===== src/psc_regs.vh =====
/*
  register addresses, field positions, reset values and timing counts for
  the performance-state control and feedback counter block.
  assumes the includer uses these macros with a 16-bit register address.
*/
`ifndef PSC_REGS_VH
`define PSC_REGS_VH

// model-register addresses
`define PSC_ADDR_REF_CNT     16'h00E7
`define PSC_ADDR_ACT_CNT     16'h00E8
`define PSC_ADDR_TARGET_REQ  16'h0199
`define PSC_ADDR_OP_NOW      16'h0198
`define PSC_ADDR_MISC_EN     16'h01A0
`define PSC_ADDR_FEAT_QUERY  16'h0F01
`define PSC_ADDR_PM_QUERY    16'h0F06

// field positions
`define PSC_MISC_PSTATE_EN_BIT 16
`define PSC_FEAT_PSTATE_BIT    7
`define PSC_PM_FEEDBACK_BIT    0

// reset values
`define PSC_OP_RESET         16'h0000
`define PSC_MISC_EN_RESET    64'h0000000000000000

// settle time of one operating-point step, in ns, and as cycles at 40 MHz
`define PSC_CLK_NS           25
`define PSC_STEP_NS          1000
`define PSC_STEP_CYC         ((`PSC_STEP_NS + `PSC_CLK_NS - 1) / `PSC_CLK_NS)

`endif


===== src/psc_pstate_ctrl.v =====
/*
  performance-state control and hardware-coordinated feedback counters for
  one logical processor, reached by model-register reads and writes.
  assumes a single 40 MHz clock, a one-cycle read or write strobe from the
  core, and sampling pulses for the reference and delivered rates.
*/
// Function
// - feature query reports performance-state support at bit 7.
// - transitions only when misc enable bit 16 set; bit clears on reset.
// - writing 16-bit target request starts a move toward that point.
// - request during a transition is kept and applied after it completes.
// - reading target request returns last requested point, not live point.
// - live operating point is shown in a status register, always current.
// - transitions are discrete steps; no sleep, no bus-master stall.
// - code meaning is implementation defined; invalid codes are not taken.
// - a one-cycle event pulse marks every completed transition.
// - power-management query bit 0 reads one: feedback counters present.
// - reference counter advances with a fixed boot-time rate.
// - actual counter advances with delivered performance.
// - counters advance only in the active executing state.
// - on either counter wrapping, both counters restart from zero.
// - each counter is 64-bit and writable alone.
`timescale 1ns/100ps
`include "psc_regs.vh"

module psc_pstate_ctrl
(
  input  wire        clock,
  input  wire        arst_n,
  input  wire        reg_wr,
  input  wire        reg_rd,
  input  wire [15:0] reg_addr,
  input  wire [63:0] reg_wdata,
  output reg  [63:0] reg_rdata,
  output reg         reg_rvalid,
  input  wire        ref_tick,
  input  wire        act_tick,
  input  wire        active_executing_state,
  output wire [15:0] operating_point_now,
  output wire        transition_busy,
  output reg         transition_event
);

  ////////////////////////////////////////////////////////////////////////
  localparam ST_IDLE = 1'b0;
  localparam ST_STEP = 1'b1;

  reg  [1:0]  rst_sync_r;
  wire        rst_n;
  reg         state_r;
  reg  [15:0] request_r;
  reg         pending_r;
  reg  [15:0] op_now_r;
  reg  [15:0] step_target_r;
  reg  [15:0] step_cnt_r;
  reg         pstate_en_r;
  reg  [63:0] ref_cnt_r;
  reg  [63:0] act_cnt_r;
  reg  [63:0] ref_nxt;
  reg  [63:0] act_nxt;
  reg         ref_inc;
  reg         act_inc;
  reg  [15:0] request_nxt;
  reg         pending_nxt;
  reg  [15:0] op_now_nxt;
  reg  [15:0] step_target_nxt;
  reg  [15:0] step_cnt_nxt;
  reg         state_nxt;
  reg         event_nxt;
  reg  [63:0] rdata_nxt;

  // all codes with the top byte clear are taken as valid here
  function code_ok;
    input [15:0] code;
    begin
      code_ok = (code[15:8] == 8'h00);
    end
  endfunction

  function is_addr;
    input [15:0] a;
    input [15:0] b;
    begin
      is_addr = (a == b);
    end
  endfunction

  ////////////////////////////////////////////////////////////////////////
  always @(posedge clock or negedge arst_n)
  begin
    if (!arst_n)
      rst_sync_r <= 2'h0;
    else
      rst_sync_r <= {rst_sync_r[0], 1'b1};
  end
  assign rst_n = rst_sync_r[1];

  wire wr_req = reg_wr && is_addr(reg_addr, `PSC_ADDR_TARGET_REQ);
  wire wr_misc = reg_wr && is_addr(reg_addr, `PSC_ADDR_MISC_EN);
  wire wr_ref = reg_wr && is_addr(reg_addr, `PSC_ADDR_REF_CNT);
  wire wr_act = reg_wr && is_addr(reg_addr, `PSC_ADDR_ACT_CNT);

  ////////////////////////////////////////////////////////////////////////
  // enable bit
  always @(posedge clock or negedge rst_n)
  begin
    if (!rst_n)
      pstate_en_r <= 1'b0;
    else if (wr_misc)
      pstate_en_r <= reg_wdata[`PSC_MISC_PSTATE_EN_BIT];
  end

  ////////////////////////////////////////////////////////////////////////
  // request and transition sequencing, next-state logic
  always @*
  begin
    request_nxt     = request_r;
    pending_nxt     = pending_r;
    op_now_nxt      = op_now_r;
    step_target_nxt = step_target_r;
    step_cnt_nxt    = step_cnt_r;
    state_nxt       = state_r;
    event_nxt       = 1'b0;

    // a refused code leaves the last request untouched
    if (wr_req && code_ok(reg_wdata[15:0]))
    begin
      request_nxt = reg_wdata[15:0];
      pending_nxt = 1'b1;
    end

    case (state_r)
      ST_IDLE:
      begin
        // a new write in the same cycle is picked up next cycle,
        // so the set of the pending flag always wins over its clear
        if (pending_r && pstate_en_r && !wr_req)
        begin
          pending_nxt     = 1'b0;
          step_target_nxt = request_r;
          step_cnt_nxt    = 16'h0000;
          state_nxt       = ST_STEP;
        end
      end

      ST_STEP:
      begin
        // the core keeps running through the step, no stall
        if (step_cnt_r == (`PSC_STEP_CYC - 1))
        begin
          op_now_nxt = step_target_r;
          event_nxt  = 1'b1;
          state_nxt  = ST_IDLE;
        end
        else
        begin
          step_cnt_nxt = step_cnt_r + 16'h0001;
        end
      end

      default:
      begin
        state_nxt = ST_IDLE;
      end
    endcase
  end

  ////////////////////////////////////////////////////////////////////////
  // request and transition sequencing, registers
  always @(posedge clock or negedge rst_n)
  begin
    if (!rst_n)
    begin
      request_r        <= `PSC_OP_RESET;
      pending_r        <= 1'b0;
      op_now_r         <= `PSC_OP_RESET;
      step_target_r    <= `PSC_OP_RESET;
      step_cnt_r       <= 16'h0000;
      state_r          <= ST_IDLE;
      transition_event <= 1'b0;
    end
    else
    begin
      request_r        <= request_nxt;
      pending_r        <= pending_nxt;
      op_now_r         <= op_now_nxt;
      step_target_r    <= step_target_nxt;
      step_cnt_r       <= step_cnt_nxt;
      state_r          <= state_nxt;
      transition_event <= event_nxt;
    end
  end

  assign operating_point_now = op_now_r;
  assign transition_busy = (state_r == ST_STEP);

  ////////////////////////////////////////////////////////////////////////
  // feedback counters
  always @*
  begin
    ref_inc = ref_tick && active_executing_state;
    act_inc = act_tick && active_executing_state;
    ref_nxt = ref_cnt_r + {63'h0, ref_inc};
    act_nxt = act_cnt_r + {63'h0, act_inc};
    // a wrap on either side clears both
    if ((ref_inc && (&ref_cnt_r)) || (act_inc && (&act_cnt_r)))
    begin
      ref_nxt = 64'h0000000000000000;
      act_nxt = 64'h0000000000000000;
    end
    // a software write wins for its own counter only
    if (wr_ref)
      ref_nxt = reg_wdata;
    if (wr_act)
      act_nxt = reg_wdata;
  end

  always @(posedge clock or negedge rst_n)
  begin
    if (!rst_n)
    begin
      ref_cnt_r <= 64'h0000000000000000;
      act_cnt_r <= 64'h0000000000000000;
    end
    else
    begin
      ref_cnt_r <= ref_nxt;
      act_cnt_r <= act_nxt;
    end
  end

  ////////////////////////////////////////////////////////////////////////
  // read data select; the word is held between reads
  always @*
  begin
    rdata_nxt = reg_rdata;
    if (!reg_rd)
      rdata_nxt = reg_rdata;
    else if (is_addr(reg_addr, `PSC_ADDR_REF_CNT))
      rdata_nxt = ref_cnt_r;
    else if (is_addr(reg_addr, `PSC_ADDR_ACT_CNT))
      rdata_nxt = act_cnt_r;
    else if (is_addr(reg_addr, `PSC_ADDR_TARGET_REQ))
      rdata_nxt = {48'h0, request_r};
    else if (is_addr(reg_addr, `PSC_ADDR_OP_NOW))
      rdata_nxt = {48'h0, op_now_r};
    else if (is_addr(reg_addr, `PSC_ADDR_MISC_EN))
      rdata_nxt = {47'h0, pstate_en_r, 16'h0000};
    else if (is_addr(reg_addr, `PSC_ADDR_FEAT_QUERY))
      rdata_nxt = 64'h0000000000000080;
    else if (is_addr(reg_addr, `PSC_ADDR_PM_QUERY))
      rdata_nxt = 64'h0000000000000001;
    else
      rdata_nxt = 64'h0000000000000000;
  end

  ////////////////////////////////////////////////////////////////////////
  // read answer, one cycle after the strobe
  always @(posedge clock or negedge rst_n)
  begin
    if (!rst_n)
    begin
      reg_rdata  <= 64'h0000000000000000;
      reg_rvalid <= 1'b0;
    end
    else
    begin
      reg_rvalid <= reg_rd;
      reg_rdata  <= rdata_nxt;
    end
  end

endmodule


===== config.mk =====
export PLATFORM = sky130hd
export DESIGN_NAME = psc_pstate_ctrl
export DESIGN_NICKNAME = d
export VERILOG_FILES = /design/src/psc_pstate_ctrl.v
export VERILOG_INCLUDE_DIRS = /design/src /design/src/src
export SDC_FILE = /design/constraint.sdc
export NUM_CORES = 1
export LEC_CHECK = 0
export BUFFER_PORTS_ARGS = -buffer_cell sky130_fd_sc_hd__buf_2
export CAP_MARGIN = 0
export CORE_AREA = 2 2 116 202
export DETAILED_ROUTE_END_ITERATION = 16
export DIE_AREA = 0 0 118 204
export HOLD_SLACK_MARGIN = 0.06
export PLACE_DENSITY = 0.83
export SLEW_MARGIN = 30
export SYNTH_ARGS = -nofsm -noshare
export SYNTH_HDL_FRONTEND = slang
export SYNTH_SLANG_ARGS = --single-unit
export TNS_END_PERCENT = 5

===== constraint.sdc =====
create_clock -name clock -period 12.15 [get_ports clock]
set_clock_uncertainty 0.2 [all_clocks]
set_input_delay 3.0375 -clock clock [delete_from_list [all_inputs] [get_ports clock]]
set_output_delay 3.0375 -clock clock [all_outputs]
set_load 0.03 [all_outputs]

==> out/qor.csv <==
stage,metric,value,unit
run_status,status,"finished, final reports clean",
worst_setup_path,r2r-end,act_cnt_r[59],
worst_setup_path,critical_path_required,12380,ps
logic_synthesis,synth.cells.most_frequent,"dfrtp_1 (263), nand2_1 (241), o21ai_0 (98), clkbuf_1 (84), a21oi_1 (81)",
grt,globalRouteMet3Util,5.33,%
job,maxCapViolations,0,
layout,drive_gt1_share,16.7,%
die,die_area,24100,um^2
clocking,clkTransAtPathRegs,60,ps
die,start_util,62.6,%
layout,fillers,1778,
layout,diodes,0,
grt,grt_overflow,0,
grt,antenna_found_initial,1,
sta,setup-tns-final,0,ps
logic_synthesis,async_reset_ff_share,100,%
clocking,cts.repair.resized,0,
grt,use_met1,42.1,%
clocking,cts_buffer_depth,3,
layout,layout.nets,1761,
worst_setup_path,worstSetupStartpointType,input port,
logic_synthesis,yosysTopAreaCell,dfrtp_1,
clocking,post_cts_buffers,0,
logic_synthesis,synth_top_cell_area_share,46.6,%
clocking,cts_buffers,25,
grt,busiest_layer,met2,
logic_synthesis,synth-seq-cells,263,
grt,grt_usage,36.1,%
power,vdd_ir_drop_max,0.135,mV
drt,vias_per_cell,6.64,
layout,fin_util,70.9,%
drt,drc,0,
logic_synthesis,syn_area_per_cell,9.08,um^2
logic_synthesis,synth_edf_count,0,
clocking,insertion_delay,550,ps
sta,grt_setup_unrepaired,no,
clocking,ctsHtreeMaxLevel,1,
logic_synthesis,ys_types,57,
logic_synthesis,synth_most_common_cell,dfrtp_1,
worst_setup_path,r2r_slack,8460,ps
layout,area_delta_synth_final,13.2,%
power,p_leak,7.29,nW
place,io_buffer_count,169,
clocking,clock-root-buffer,clkbuf_16,
sta,fin_crit,6000,ps
logic_synthesis,syn_area,14100,um^2
sta,clock.fmax,167,MHz
sta,setup_viol,0,
die,dieHeight,204,um
drt,drtAntennaViolNets,0,
grt,met2_usage,61.6,%
clocking,ctsHoldBuffers,0,
place,dp_hpwl,30100,um
worst_setup_path,cp.arrival,6220,ps
logic_synthesis,ys_top_cells_by_area,"dfrtp_1 (47%), nand2_1 (6.4%), xnor2_1 (4.2%)",
sta,max-slew-margin-rel,21.8,%
grt,grt_pass1_vias,12942,
logic_synthesis,synth_cells,1555,
logic_synthesis,yosys_warnings,0,
drt,drtPass1Iterations,6,
die,coreArea,22600,um^2
die,rows,73,
worst_setup_path,cp_max_fo,50,
grt,grt_pass1_wl,68900,um
logic_synthesis,synthFlopType,dfrtp_1,
min_path,hp-class,reg -> async,
place,place.gp.congestion,0.923,
power,cellPowerDensity,118,nW/um^2
sta,hold_viol,0,
worst_setup_path,reg2reg_depth,7,
drt,via_count,13181,
clocking,cts_tree,yes,
logic_synthesis,seq_area_frac_synth,46.6,%
worst_setup_path,reg2reg_from,act_cnt_r[39],
drt,wl_per_cell,21.9,um
worst_setup_path,cp-end-kind,flop,
die,pin_count,170,
sta,finalCritPeriodShare,49.3,%
drt,wirelength,43400,um
sta,worst_slew_pin_slew,1160,ps
worst_setup_path,crit_type,in -> reg,
logic_synthesis,syn_nets,1647,
grt,grt_max_degree,184,
die,die_x,118,um
sta,finalMaxSlewViolations,0,
clocking,cts_num_sinks,263,
drt,drt_iter0_markers,1524,
[state kept, by name, indices dropped and copies added (netlist names)]
signal and flops:
rst_sync_r 2, step_cnt_r 16, pending_r 1, transition_event 1, ref_cnt_r 64, reg_rdata 64, pstate_en_r 1, request_r 16
step_target_r 16, transition_busy 1, act_cnt_r 64, operating_point_now 16, reg_rvalid 1
[critical path, stage by stage]
cell and delay (ps):
buf_2 100, nor4_1 740, nand4_1 320, nor2_4 150, buf_4 510, nand2_1 780, mux2_2 540
[worst max path at each step]
stage	start	to	slack, ps	cells after the start
after floorplan	rst_sync_r[1]	act_cnt_r[0]	4080	0
after global placement	reg_addr[13]	act_cnt_r[53]	5680	7
after detailed placement	reg_addr[13]	act_cnt_r[63]	5650	7
after CTS	reg_addr[13]	act_cnt_r[40]	6200	7
after global routing	reg_addr[13]	act_cnt_r[51]	5900	9
final	reg_addr[13]	act_cnt_r[56]	6150	7
[per-stage QoR]
stage | cells | setup slack [ps] | total power (W) | area, um^2 | hold slack (ps)
after floorplan | 1555 | 4080 | 0.00104 | 14100 | 131
after global placement | 1939 | 5680 | 0.00110 | 15100 | 139
after detailed placement | 1940 | 5650 | 0.00111 | 15100 | 88.5
after CTS | 1984 | 6200 | 0.00188 | 15900 | 94.6
after global routing | 1986 | 5900 | 0.00194 | 16000 | 111
final | 1986 | 6150 | 0.00188 | 16000 | 75.9
[cell families after synthesis]
| kind of cell | Yosys count | synth area share, % |
|---|---|---|
| flops | 263 | 46.6 |
| simple gates | 669 | 24.0 |
| buf+inv | 129 | 3.51 |
| other cells | 1 | 0.0265 |
| compound gates | 334 | 15.2 |
| mux | 42 | 3.33 |
| xor+xnor | 112 | 6.94 |
| fa+ha+maj | 5 | 0.443 |
[report_power, final]
| part | internal (W) | switching [W] | leakage, nW | total, W |
|---|---|---|---|---|
| sequential | 0.000905 | 0.0000420 | 3.49 | 0.000947 |
| combinational | 0.0000515 | 0.0000947 | 3.40 | 0.000146 |
| clock | 0.000444 | 0.000347 | 0.402 | 0.000791 |
| total | 0.00140 | 0.000484 | 7.29 | 0.00188 |
[cell usage in the layout (no fill, tap or decap), types with 3 or more instances in the layout]
cell type  instances
nand3_1           51
or4_1             19
o21ai_0           98
and2_1            18
buf_2            168
nand2_1          241
clkinv_2           8
xnor2_1           68
o31ai_1           10
o22ai_1           14
or3_1             13
buf_4             15
dfrtp_1          262
a22oi_1           47
and3_1            27
and4_1            21
nor2b_1           13
nor2_1            77
a22o_1            20
o21a_1             3
clkbuf_16         25
a21oi_1           81
nor4b_1            3
a221o_1           15
ha_1               5
a21o_1            30
clkbuf_8           4
inv_1             28
o41ai_1            3
clkbuf_1           5
xor2_1            44
a31oi_1            3
nor3_1            54
nand4_1           65
mux2_2            40
nor4_1            48
[routing by layer]
layer,vias up,share of wire [%]
li1,5867,-
met1,6366,35
met2,727,50
met3,219,6.8
met4,2,7.6
met5,-,0.025
[layout make-up]
| cell class | instances | area, um^2 | area share [%] |
|---|---|---|---|
| tap | 300 | 375 | 2.35 |
| multi-input combinational | 1163 | 7080 | 44.3 |
| clock inverter | 10 | 100 | 0.626 |
| clock buffer | 34 | 699 | 4.37 |
| inverter | 29 | 109 | 0.681 |
| timing repair buffer | 187 | 1040 | 6.50 |
| sequential | 263 | 6590 | 41.2 |
No activity file was read; power rests on OpenSTA's default activity.
